==> src/wsw_defines.vh <==
// constants for the watchdog, sleep and wake-up control block
`ifndef WSW_DEFINES_VH
`define WSW_DEFINES_VH

// ------------------------------------------------------------
// register byte offsets
// ------------------------------------------------------------
`define WSW_OFS_WDT_CTRL     8'h00
`define WSW_OFS_CORE_FLAGS   8'h04
`define WSW_OFS_MODE_CFG     8'h08
`define WSW_OFS_SLEEP_STATE  8'h0c

// ------------------------------------------------------------
// field positions and reset values
// ------------------------------------------------------------
`define WSW_SW_EN_BIT        0
`define WSW_PSEL_LSB         1
`define WSW_PSEL_MSB         5
`define WSW_TO_BIT           4
`define WSW_PD_BIT           3
`define WSW_PSEL_RST         5'h0b
`define WSW_SW_EN_RST        1'h0
`define WSW_MODE_RST         2'h3

// ------------------------------------------------------------
// watchdog modes and prescale range
// ------------------------------------------------------------
`define WSW_MODE_OFF         2'h0
`define WSW_MODE_BY_SW       2'h1
`define WSW_MODE_AWAKE_ONLY  2'h2
`define WSW_MODE_ALWAYS      2'h3
`define WSW_PSEL_MAX         5'h12
`define WSW_PSEL_MIN         5'h00
`define WSW_PRESCALE_LOG2    5'h05

// ------------------------------------------------------------
// bus answers
// ------------------------------------------------------------
`define WSW_RESP_OKAY        2'h0
`define WSW_RESP_SLVERR      2'h2

`endif

==> src/wsw_watchdog_sleep.v <==
// watchdog timer with sleep entry and wake-up control, axi4-lite registers
//
// Notes on behaviour
// - watchdog counts only ticks of the 31 kHz low-frequency oscillator.
// - mode 11 runs awake and asleep; mode 10 runs awake only.
// - mode 01 follows software enable; mode 00 never runs.
// - period select 00000 is 1:32, each step doubles, up to 10010.
// - period codes 10011 to 11111 behave as the 1:32 minimum.
// - period select resets to 01011, a 1:65536 prescale.
// - awake time-out without a clear requests a device reset.
// - asleep time-out wakes the core and records it in the flags.
// - count cleared on reset, clear, sleep, wake, oscillator fail, disable.
// - crystal clock wake holds watchdog cleared until start-up timer ends.
// - oscillator divider changes leave the count alone.
// - sleep clears power-down flag, sets time-out flag, stops cpu clock.
// - low-frequency, timer, sensing and converter oscillators keep running asleep.
// - io ports hold their state throughout sleep.
// - other reset sources stay active during sleep.
// - reset wakes by resetting; watchdog or interrupt wake resumes execution.
// - enabled interrupt wakes regardless of global enable.
// - after wake, vector to service routine only if global enable set.
// - enabled interrupt pending before sleep makes sleep a no-operation.
// - interrupt during sleep entry completes sleep then wakes at once.
//
// Added by the designer: the register offsets and the AXI4-Lite register port.
`timescale 1ns/1ps
`include "wsw_defines.vh"

module wsw_watchdog_sleep #(
	parameter NIRQ = 8,
	parameter CW   = 23
) (
	input  wire            mclk,
	input  wire            rst_b,
	input  wire            clk_en,
	input  wire            low_freq_internal_osc,
	input  wire            sleep_instr,
	input  wire            watchdog_clear_instr,
	input  wire [NIRQ-1:0] irq_flags,
	input  wire [NIRQ-1:0] irq_enables,
	input  wire            global_irq_enable,
	input  wire            osc_fail,
	input  wire            crystal_clock_sel,
	input  wire            osc_startup_timer_busy,
	input  wire            internal_osc_divider_select_chg,
	input  wire [7:0]      s_axi_awaddr,
	input  wire            s_axi_awvalid,
	output wire            s_axi_awready,
	input  wire [31:0]     s_axi_wdata,
	input  wire [3:0]      s_axi_wstrb,
	input  wire            s_axi_wvalid,
	output wire            s_axi_wready,
	output wire [1:0]      s_axi_bresp,
	output wire            s_axi_bvalid,
	input  wire            s_axi_bready,
	input  wire [7:0]      s_axi_araddr,
	input  wire            s_axi_arvalid,
	output wire            s_axi_arready,
	output wire [31:0]     s_axi_rdata,
	output wire [1:0]      s_axi_rresp,
	output wire            s_axi_rvalid,
	input  wire            s_axi_rready,
	output wire            device_reset_req,
	output wire            cpu_clk_run,
	output wire            resume_pulse,
	output wire            isr_vector_pulse,
	output wire            sleep_nop_pulse,
	output wire            io_hold,
	output wire            sleep_osc_keep_on
);

// ------------------------------------------------------------
// state
// ------------------------------------------------------------
reg  [4:0]    psel_ff;
reg           sw_en_ff;
reg  [1:0]    mode_ff;
reg           to_n_ff;
reg           pd_n_ff;
reg           asleep_ff;
reg           cpu_run_ff;
reg           ost_hold_ff;
reg  [CW-1:0] cnt_ff;
reg           lf_meta_ff;
reg           lf_sync_ff;
reg           lf_prev_ff;
reg           rst_req_ff;
reg           resume_ff;
reg           vector_ff;
reg           nop_ff;
reg           wake_irq_ff;
reg           osc_keep_ff;
reg           awready_ff;
reg           wready_ff;
reg           aw_got_ff;
reg           w_got_ff;
reg  [7:0]    awaddr_ff;
reg  [31:0]   wdata_ff;
reg  [3:0]    wstrb_ff;
reg           bvalid_ff;
reg  [1:0]    bresp_ff;
reg           arready_ff;
reg           rvalid_ff;
reg  [31:0]   rdata_ff;
reg  [1:0]    rresp_ff;

reg  [CW-1:0] nxt_cnt;
reg           wdt_active;
reg  [4:0]    eff_psel;
reg  [CW-1:0] limit_m1;
reg  [31:0]   rd_word;
reg           rd_ok;

wire          lf_tick;
wire          irq_pending;
wire          sleep_go;
wire          sleep_nop;
wire          wdt_timeout;
wire          wake_irq;
wire          wake_any;
wire          wdt_clear;
wire          wr_fire;
wire          rd_fire;

// ------------------------------------------------------------
// low-frequency oscillator sampling
// ------------------------------------------------------------
// two-stage sync
always @(posedge mclk or negedge rst_b) begin
	if (!rst_b) begin
		lf_meta_ff <= 1'b0;
		lf_sync_ff <= 1'b0;
		lf_prev_ff <= 1'b0;
	end else if (clk_en) begin
		lf_meta_ff <= low_freq_internal_osc;
		lf_sync_ff <= lf_meta_ff;
		lf_prev_ff <= lf_sync_ff;
	end
end

assign lf_tick = lf_sync_ff & ~lf_prev_ff;

// ------------------------------------------------------------
// mode and period decode
// ------------------------------------------------------------
always @* begin
	case (mode_ff)
		`WSW_MODE_ALWAYS:     wdt_active = 1'b1;
		`WSW_MODE_AWAKE_ONLY: wdt_active = ~asleep_ff;
		`WSW_MODE_BY_SW:      wdt_active = sw_en_ff;
		default:              wdt_active = 1'b0;
	endcase
	if (psel_ff > `WSW_PSEL_MAX)
		eff_psel = `WSW_PSEL_MIN;
	else
		eff_psel = psel_ff;
	limit_m1 = {CW{1'b1}} >> (`WSW_PSEL_MAX - eff_psel);
end

// ------------------------------------------------------------
// sleep and wake decisions
// ------------------------------------------------------------
// individual enables only
assign irq_pending = |(irq_flags & irq_enables);
// pending interrupt turns sleep into a nop
assign sleep_nop   = sleep_instr & ~asleep_ff & irq_pending;
assign sleep_go    = sleep_instr & ~asleep_ff & ~irq_pending;
assign wdt_timeout = wdt_active & lf_tick & (cnt_ff == limit_m1) & ~ost_hold_ff;
assign wake_irq    = asleep_ff & irq_pending;
assign wake_any    = wake_irq | (asleep_ff & wdt_timeout);
assign wdt_clear   = ~wdt_active | watchdog_clear_instr | sleep_go | wake_any | osc_fail | ost_hold_ff;

// divider change does not appear in the count path
always @* begin
	if (wdt_clear)
		nxt_cnt = {CW{1'b0}};
	else if (lf_tick)
		nxt_cnt = cnt_ff + {{(CW-1){1'b0}}, 1'b1};
	else
		nxt_cnt = cnt_ff;
end

always @(posedge mclk or negedge rst_b) begin
	if (!rst_b) begin
		cnt_ff      <= {CW{1'b0}};
		asleep_ff   <= 1'b0;
		cpu_run_ff  <= 1'b1;
		ost_hold_ff <= 1'b0;
		to_n_ff     <= 1'b1;
		pd_n_ff     <= 1'b1;
		rst_req_ff  <= 1'b0;
		resume_ff   <= 1'b0;
		vector_ff   <= 1'b0;
		nop_ff      <= 1'b0;
		wake_irq_ff <= 1'b0;
		osc_keep_ff <= 1'b0;
	end else if (clk_en) begin
		cnt_ff      <= nxt_cnt;
		osc_keep_ff <= 1'b1;
		rst_req_ff  <= wdt_timeout & ~asleep_ff;
		resume_ff   <= wake_any;
		wake_irq_ff <= wake_irq;
		vector_ff   <= wake_irq & global_irq_enable;
		nop_ff      <= sleep_nop;
		if (wake_any & crystal_clock_sel)
			ost_hold_ff <= 1'b1;
		else if (!osc_startup_timer_busy)
			ost_hold_ff <= 1'b0;
		if (sleep_go) begin
			asleep_ff <= 1'b1;
			cpu_run_ff <= 1'b0;
			pd_n_ff   <= 1'b0;
			to_n_ff   <= 1'b1;
		end else if (wake_any) begin
			asleep_ff <= 1'b0;
			cpu_run_ff <= 1'b1;
			if (!wake_irq)
				to_n_ff <= 1'b0;
		end else if (watchdog_clear_instr) begin
			to_n_ff <= 1'b1;
			pd_n_ff <= 1'b1;
		end
	end
end

// ------------------------------------------------------------
// axi4-lite write channel
// ------------------------------------------------------------
// address and data may come in either order; the write happens once both are held
assign wr_fire = aw_got_ff & w_got_ff & ~bvalid_ff;

always @(posedge mclk or negedge rst_b) begin
	if (!rst_b) begin
		awready_ff <= 1'b0;
		wready_ff  <= 1'b0;
		aw_got_ff  <= 1'b0;
		w_got_ff   <= 1'b0;
		awaddr_ff  <= 8'h00;
		wdata_ff   <= 32'h0000_0000;
		wstrb_ff   <= 4'h0;
		bvalid_ff  <= 1'b0;
		bresp_ff   <= `WSW_RESP_OKAY;
		psel_ff    <= `WSW_PSEL_RST;
		sw_en_ff   <= `WSW_SW_EN_RST;
		mode_ff    <= `WSW_MODE_RST;
	end else if (clk_en) begin
		awready_ff <= ~aw_got_ff & ~(s_axi_awvalid & awready_ff) & ~bvalid_ff;
		wready_ff  <= ~w_got_ff & ~(s_axi_wvalid & wready_ff) & ~bvalid_ff;
		if (s_axi_awvalid & awready_ff) begin
			aw_got_ff <= 1'b1;
			awaddr_ff <= s_axi_awaddr;
		end
		if (s_axi_wvalid & wready_ff) begin
			w_got_ff <= 1'b1;
			wdata_ff <= s_axi_wdata;
			wstrb_ff <= s_axi_wstrb;
		end
		if (wr_fire) begin
			aw_got_ff <= 1'b0;
			w_got_ff  <= 1'b0;
			bvalid_ff <= 1'b1;
			bresp_ff  <= `WSW_RESP_OKAY;
			case (awaddr_ff)
				`WSW_OFS_WDT_CTRL: begin
					if (wstrb_ff[0]) begin
						psel_ff  <= wdata_ff[`WSW_PSEL_MSB:`WSW_PSEL_LSB];
						sw_en_ff <= wdata_ff[`WSW_SW_EN_BIT];
					end
				end
				`WSW_OFS_MODE_CFG: begin
					if (wstrb_ff[0])
						mode_ff <= wdata_ff[1:0];
				end
				// flags and sleep state are read only; writes are accepted and dropped
				`WSW_OFS_CORE_FLAGS, `WSW_OFS_SLEEP_STATE: bresp_ff <= `WSW_RESP_OKAY;
				default: bresp_ff <= `WSW_RESP_SLVERR;
			endcase
		end else if (bvalid_ff & s_axi_bready) begin
			bvalid_ff <= 1'b0;
		end
	end
end

// ------------------------------------------------------------
// axi4-lite read channel
// ------------------------------------------------------------
assign rd_fire = s_axi_arvalid & arready_ff;

always @* begin
	rd_word = 32'h0000_0000;
	rd_ok   = 1'b1;
	case (s_axi_araddr)
		`WSW_OFS_WDT_CTRL: begin
			rd_word[`WSW_PSEL_MSB:`WSW_PSEL_LSB] = psel_ff;
			rd_word[`WSW_SW_EN_BIT]              = sw_en_ff;
		end
		`WSW_OFS_CORE_FLAGS: begin
			rd_word[`WSW_TO_BIT] = to_n_ff;
			rd_word[`WSW_PD_BIT] = pd_n_ff;
		end
		`WSW_OFS_MODE_CFG: rd_word[1:0] = mode_ff;
		`WSW_OFS_SLEEP_STATE: begin
			rd_word[0] = asleep_ff;
			rd_word[1] = wdt_active;
			rd_word[2] = ost_hold_ff;
			rd_word[3] = wake_irq_ff;
		end
		default: rd_ok = 1'b0;
	endcase
end

always @(posedge mclk or negedge rst_b) begin
	if (!rst_b) begin
		arready_ff <= 1'b0;
		rvalid_ff  <= 1'b0;
		rdata_ff   <= 32'h0000_0000;
		rresp_ff   <= `WSW_RESP_OKAY;
	end else if (clk_en) begin
		arready_ff <= ~rvalid_ff & ~rd_fire;
		if (rd_fire) begin
			rvalid_ff <= 1'b1;
			rdata_ff  <= rd_word;
			rresp_ff  <= rd_ok ? `WSW_RESP_OKAY : `WSW_RESP_SLVERR;
		end else if (rvalid_ff & s_axi_rready) begin
			rvalid_ff <= 1'b0;
		end
	end
end

// ------------------------------------------------------------
// outputs
// ------------------------------------------------------------
assign s_axi_awready     = awready_ff;
assign s_axi_wready      = wready_ff;
assign s_axi_bvalid      = bvalid_ff;
assign s_axi_bresp       = bresp_ff;
assign s_axi_arready     = arready_ff;
assign s_axi_rvalid      = rvalid_ff;
assign s_axi_rdata       = rdata_ff;
assign s_axi_rresp       = rresp_ff;
assign device_reset_req  = rst_req_ff;
assign cpu_clk_run       = cpu_run_ff;
assign io_hold           = asleep_ff;
assign resume_pulse      = resume_ff;
assign isr_vector_pulse  = vector_ff;
assign sleep_nop_pulse   = nop_ff;
assign sleep_osc_keep_on = osc_keep_ff;

endmodule // wsw_watchdog_sleep

==> config.mk <==
export PLATFORM = sky130hd
export DESIGN_NAME = wsw_watchdog_sleep
export DESIGN_NICKNAME = d
export VERILOG_FILES = /design/src/wsw_watchdog_sleep.v
export VERILOG_INCLUDE_DIRS = /design/src
export SDC_FILE = /design/constraint.sdc
export NUM_CORES = 1
export LEC_CHECK = 0
export ABC_AREA = 1
export BUFFER_PORTS_ARGS = -buffer_cell sky130_fd_sc_hd__buf_4
export CAP_MARGIN = 20
export CORE_MARGIN = 4
export CORE_UTILIZATION = 50
export DETAILED_ROUTE_END_ITERATION = 6
export MAX_ROUTING_LAYER = met4
export PLACE_DENSITY = 0.77
export SETUP_SLACK_MARGIN = 0.2
export SKIP_LAST_GASP = 1
export SYNTH_ARGS = -nofsm -noshare
export SYNTH_HDL_FRONTEND = slang
export SYNTH_SLANG_ARGS = --single-unit
==> constraint.sdc <==
create_clock -name mclk -period 7.3 [get_ports mclk]
set_clock_uncertainty 0.05 [all_clocks]
set_input_delay 0.73 -clock mclk [delete_from_list [all_inputs] [get_ports mclk]]
set_output_delay 0.73 -clock mclk [all_outputs]
set_load 0.05 [all_outputs]
* Word level (Yosys, flattened, before mapping)
Cells that the tools add are included.
Word-level totals: register bits after elaboration 77, bits in latches 0, memory bits (writable) 0, bits in read-only memories 0, input bits 84, output and inout port bits 48, word-level logic and storage cells 151, memories kept 0
Cells by class: add/sub/neg operators 2, $mul 0, div/mod/pow operators 0, order comparisons 1, equality and inequality tests 13, shift operators 1, muxes and demuxes 32, bitwise gates (word level) 43, reductions and logical operators 28
Operators by type and width (number):
- 23-bit two-way mux | 2
- 8-bit by 4-bit equality test with 1-bit output, second input constant | 4
- 1-bit bitwise AND | 24
- 23-bit by 1-bit adder with 23-bit output, second input constant | 1
- 23-bit equality test | 1
- 23-bit by 5-bit right shift with 23-bit output, first input constant | 1
- 1-bit two-way mux | 22
- 2-bit AND reduction | 11
- 8-bit by 3-bit equality test with 1-bit output, second input constant | 2
- 8-bit zero test | 2
- 2-bit nonzero test | 7
- 1-bit inverter | 12
- 8-bit bitwise AND | 1
- 4-bit AND reduction | 2
- 4-bit OR reduction | 2
- 8-bit OR reduction | 1
- 1-bit OR | 6
- 1-bit one-hot mux with 3 select lines | 2
- 2-bit one-hot mux with 3 select lines | 1
- 3-bit AND reduction | 2
- 5-bit greater-than comparator, second input constant | 1
- 5-bit two-way mux | 1
- 5-bit subtractor, first input constant | 1
- 2-bit equality test, second input constant | 2
- 7 further kinds | 9

* Depth between registers and ports, before layout
depth in word-level cells 14, gate-level depth with buffers 26, depth with buffers taken out 25

* Least setup slack after synthesis
OpenSTA, ideal clock, no wires.
kind reg2reg, from reg psel_ff[0], to reg cnt_ff[16], arrival 2.818 ns, required time 7.131 ns, path slack 4.314 ns, cell stages (with the launch flop) 24, path buffers 1, period minus slack after synthesis 2.986 ns, path through dfstp_2 nand2_1 nand2_2 nand2_2 nand2_1 inv_1 ha_1 inv_1 nand4_1 a21oi_2 nand2_1 nand2_1 nand2_1 nor2_1 nand3_1 nor2_2 nand3_2 nand2_2 nand2_2 nand4_4 nand2_4 buf_6 nand2_2 nand2_1
Between the ends: cells in the longest elaborated chain, start to end 14
RTL lines:
- start: declaration | line wsw_watchdog_sleep.v:75 | reg [4:0] psel_ff;
- start signal: assignment | line wsw_watchdog_sleep.v:243 | psel_ff <= `WSW_PSEL_RST;
- start signal: assignment | line wsw_watchdog_sleep.v:266 | psel_ff <= wdata_ff[`WSW_PSEL_MSB:`WSW_PSEL_LSB];
- 5-bit greater-than comparator (no source line)
- 5-bit two-way mux (*) | line wsw_watchdog_sleep.v:153 | if (psel_ff > `WSW_PSEL_MAX)
- 5-bit subtractor (no source line) (*)
- 23-bit by 5-bit right shift with 23-bit output (*) | line wsw_watchdog_sleep.v:157 | limit_m1 = {CW{1'b1}} >> (`WSW_PSEL_MAX - eff_psel);
- 23-bit equality test (*) | line wsw_watchdog_sleep.v:168 | assign wdt_timeout = wdt_active & lf_tick & (cnt_ff == limit_m1) & ~ost_hold_ff;
- 1-bit bitwise AND (*) (2 in series) | line wsw_watchdog_sleep.v:168
- 1-bit bitwise AND (*) | line wsw_watchdog_sleep.v:170 | assign wake_any = wake_irq | (asleep_ff & wdt_timeout);
- 1-bit OR (*) | line wsw_watchdog_sleep.v:170
- 1-bit OR (*) (3 in series) | line wsw_watchdog_sleep.v:171 | assign wdt_clear = ~wdt_active | watchdog_clear_instr | sleep_go | wake_any | osc_fail | ost_hold_ff;
- 2-bit nonzero test (no source line)
- 2-bit AND reduction (no source line)
- end signal: assignment | line wsw_watchdog_sleep.v:185 | cnt_ff <= {CW{1'b0}};
- end signal: assignment | line wsw_watchdog_sleep.v:198 | cnt_ff <= nxt_cnt;
- end: declaration | line wsw_watchdog_sleep.v:83 | reg [CW-1:0] cnt_ff;
Mark *: on every way between the ends. The rest lies on a longest branch, timed or not. A chain may end at the register's enable or synchronous reset.

* Final worst setup path
from reg psel_ff[0], to reg cnt_ff[17]
Same word-level chain as after synthesis.

==> metrics.csv <==
stage,metric,value,unit
outcome,status,"finished, final reports clean",
yosys,Post-Syn Area per Cell,7.02,sq um
yosys,largest family of logic cells by synthesized area,simple AND/OR/NAND/NOR gates,
floorplan,Top-Level Pins,132,
setup_path,Worst Setup Start Kind,register,
placed_design,placed cell count,902,
sta,Worst-Margin Slew,1.00,ns
setup_path,Top delay family on crit path,simple AND/OR/NAND/NOR gates,
yosys,post-synthesis sequential area ratio,37.6,%
yosys,Yosys cell types,35,
placed_design,IO Port Bufs,73,
sta,f_max,0.238,GHz
yosys,mux contribution to synthesized area,1.12,%
sta,RSZ-0062 raised after global routing,false,
global_route,first-pass GRT wire length,22400,um
pwr,cell internal pwr,895,uW
placed_design,setup slack after placement,3.17,ns
pwr,Power Dens Cells,270,nW/um^2
setup_path,WS Path Type,register to register,
setup_path,crit path max fanout,23,
clocking,CTS tree,done,
floorplan,core area,9770,sq um
sta,setup TNS,0,ns
cells_and_area,final core occ,58.9,%
clocking,CTS buffer count,9,
yosys,Post-Synth Simple-Gate Area,39.9,%
pwr,Logic pwr share,40.0,%
placed_design,post-DP HPWL,10300,um
yosys,xor/xnor share of the synthesized area,2.79,%
cells_and_area,ANT cells,0,
cells_and_area,P&R area growth vs syn,14.6,%
yosys,"flops & latches, synth",75,
floorplan,die width,108,um
clocking,"Reg clk slew, reported paths",0.09,ns
pwr,Seq pwr share,36.3,%
global_route,largest net degree at the start of global routing,76,
cells_and_area,fillcell total,960,
cells_and_area,Final #Nets,867,
clocking,CTS root buffer,clkbuf_8,
yosys,post-synthesis adder-cell area fraction,0.747,%
clocking,H-tree levels,3,
setup_path,Worst Path Required,7.54,ns
detailed_routing,total routed wirelength,13400,um
floorplan,Rows,36,
sta,max-slew violations,0,
detailed_routing,DR vias/cell,5.18,
cells_and_area,final instance count without filler cells,918,
sta,Final Hold Viols,0,
setup_path,endpoint class of the critical path,register,
global_route,initial antenna violation count,0,
global_route,vias in the first global route,4507,
pwr,Clock power frac,23.7,%
sta,Slew HR,33.1,%
pwr,VDD IR max,0.000180,V
sta,Final WS setup,3.10,ns
clocking,Post-CTS Hold Buffers,0,
detailed_routing,average wire per standard cell,14.6,um
clocking,Worst-Skew Late Latency,0.36,ns
clocking,post-CTS setup buffers,0,
clocking,clk buf depth,2,
sta,final clock period utilization by the worst path,57.5,%
yosys,YS warnings,0,
floorplan,Initial Util,51.4,%
setup_path,CP most frequent cell,nand2_1,
pwr,total power,1550,uW
pwr,sw frac,42.3,%
yosys,Synth Area in Compound Gates,4.93,%
placed_design,GP Congestion,0.924,
detailed_routing,First-pass DRT Iterations,5,
setup_path,Bufs and invs on worst path,3,
floorplan,Die H,108,um
cells_and_area,share of cells above drive strength 1,18.2,%
setup_path,worst-path cell chain,nand2_1 -> nand2_2 -> nand2_2 -> nand2_1 -> inv_1 -> ha_1 -> inv_1 -> nand4_1 -> nand2_2 -> inv_2 -> nand2_1 -> xor2_1 -> nor2_1 -> nand2_1 -> nor2_1 -> nand4_1 -> nand3_1 -> nor2_2 -> nand4_1 -> nand2_1,
detailed_routing,via count,4758,
clocking,clock sink count,75,
setup_path,CP peak stage delay,0.77,ns
clocking,post-cts resize count,0,
detailed_routing,post-route antenna net violation count,0,
sta,Final min period,4.20,ns
yosys,Post-Syn Instances,715,
worst_hold_path,Hold Crit Class,register to register,
detailed_routing,starting DRC count in detailed routing,273,
detailed_routing,Post-route DRC,0,
sta,final setup vio count,0,
setup_path,crit path DAT,4.44,ns
job,max_cap viols,0,
global_route,total gr overflow,0,
global_route,Total GRT Usage,25.5,%
pwr,P_sw,657,uW
setup_path,CP max stage cell,nor2_2,
yosys,netlist area before placement,5020,sq um
floorplan,total die area,11700,sq um
pwr,leakage,0.00301,uW
## final cells by class
cell class	instances	area [sq um]	share of cell area, %
Multi-Input combinational cell	533	2590	45.1
Clock inverter	5	85.1	1.48
Tap cell	133	166	2.89
Clock buffer	11	141	2.46
Sequential cell	75	1890	32.8
Inverter	87	327	5.68
Timing Repair Buffer	74	556	9.65
## sequential cells by signal, indices dropped and copies added (netlist names), 2 cells and up
signal / cells
cnt_ff: 23
awaddr_ff: 8
s_axi_rdata: 6
wdata_ff: 6
psel_ff: 5
mode_ff: 2
## per-stage QoR
stage	cell area, sq um	hold slack [ns]
2_1_floorplan	5120	0.384
3_3_place_gp	5530	0.404
3_5_place_dp	5530	0.413
4_1_cts	5750	0.432
5_1_grt	5750	0.455
6_report	5750	0.432
## tightest hold or removal path: cells and delay by family, from the launching register on
| family | cells | cell delay, ns |
|---|---|---|
| flops | 1 | 0.35 |
| simple gates | 2 | 0.11 |
## routing by layer
layer / routed length (um) / track usage [%] / vias up
li1: - / - / 2358
met1: 6270 / 35.5 / 2240
met2: 6130 / 38.9 / 144
met3: 799 / 3.04 / 16
met4: 202 / 8.30 / 0
met5: 0 / - / -
## cells by family after synthesis
group,after synthesis
DFF,75
muxes,5
AOI/OAI and AO/OA,45
other,1
xor gates and xnor gates,16
buffers and inverters,134
adders and majority gates,3
and+or+nand+nor,436
## cells in the mapped netlist (all sizes together)
| cell type | n | area, sq um |
|---|---|---|
| nor2 | 49 | 213 |
| o22ai | 1 | 6.26 |
| o21a | 2 | 15.0 |
| clkbuf | 10 | 37.5 |
| nand3 | 50 | 265 |
| o21ai | 27 | 135 |
| conb | 1 | 3.75 |
| mux2 | 5 | 56.3 |
| ha | 3 | 37.5 |
| a221oi | 1 | 8.76 |
| nor3 | 10 | 50.1 |
| inv | 87 | 327 |
| o31ai | 2 | 15.0 |
| buf | 37 | 280 |
| nor4 | 13 | 81.3 |
| a21oi | 10 | 53.8 |
| xor2 | 16 | 140 |
| nand3b | 4 | 30.0 |
| dfrtp | 67 | 1680 |
| a21o | 1 | 7.51 |
| or2 | 2 | 12.5 |
| nand2 | 271 | 1110 |
| dfstp | 8 | 210 |
| a31oi | 1 | 6.26 |
| nand4 | 37 | 246 |
## layout by cell type, fill, tap and decap left out, drive strengths merged
cell type / Yosys / layout
a21o: 1 / 1
a21oi: 10 / 10
a221oi: 1 / 1
a31oi: 1 / 1
buf: 37 / 74
bufinv: 0 / 2
clkbuf: 10 / 11
clkinv: 0 / 1
clkinvlp: 0 / 1
conb: 1 / 28
dfrtp: 67 / 67
dfstp: 8 / 8
ha: 3 / 3
inv: 87 / 88
mux2: 5 / 5
nand2: 271 / 271
nand3: 50 / 50
nand3b: 4 / 4
nand4: 37 / 37
nor2: 49 / 49
nor3: 10 / 10
nor4: 13 / 13
o21a: 2 / 2
o21ai: 27 / 27
o22ai: 1 / 1
o31ai: 2 / 2
or2: 2 / 2
xor2: 16 / 16
## power groups by stage
stage	Sequential, uW	Clock [uW]	Combinational, uW
global placement	565	0	613
detailed placement	569	0	618
finish	563	368	621
global route	574	393	693
CTS	562	375	621
floorplan	638	0	388
## worst paths after layout
kind	start	end	slack, ns	cells after the start
setup reg to reg	psel_ff[0]$_DFFE_PN1P_	cnt_ff[17]$_DFFE_PN0P_	3.10	20
hold / removal	awaddr_ff[4]$_DFFE_PN0P_	awaddr_ff[4]$_DFFE_PN0P_	0.43	2
min in group asynchronous	rst_b	s_axi_arready$_DFFE_PN0P_	0.45	1
hold reg to reg	awaddr_ff[4]$_DFFE_PN0P_	awaddr_ff[4]$_DFFE_PN0P_	0.43	2
setup / recovery	psel_ff[0]$_DFFE_PN1P_	cnt_ff[17]$_DFFE_PN0P_	3.10	20
max in group asynchronous	rst_b	sleep_nop_pulse$_DFFE_PN0P_	6.12	1
Power figures use the tool's default switching activity.
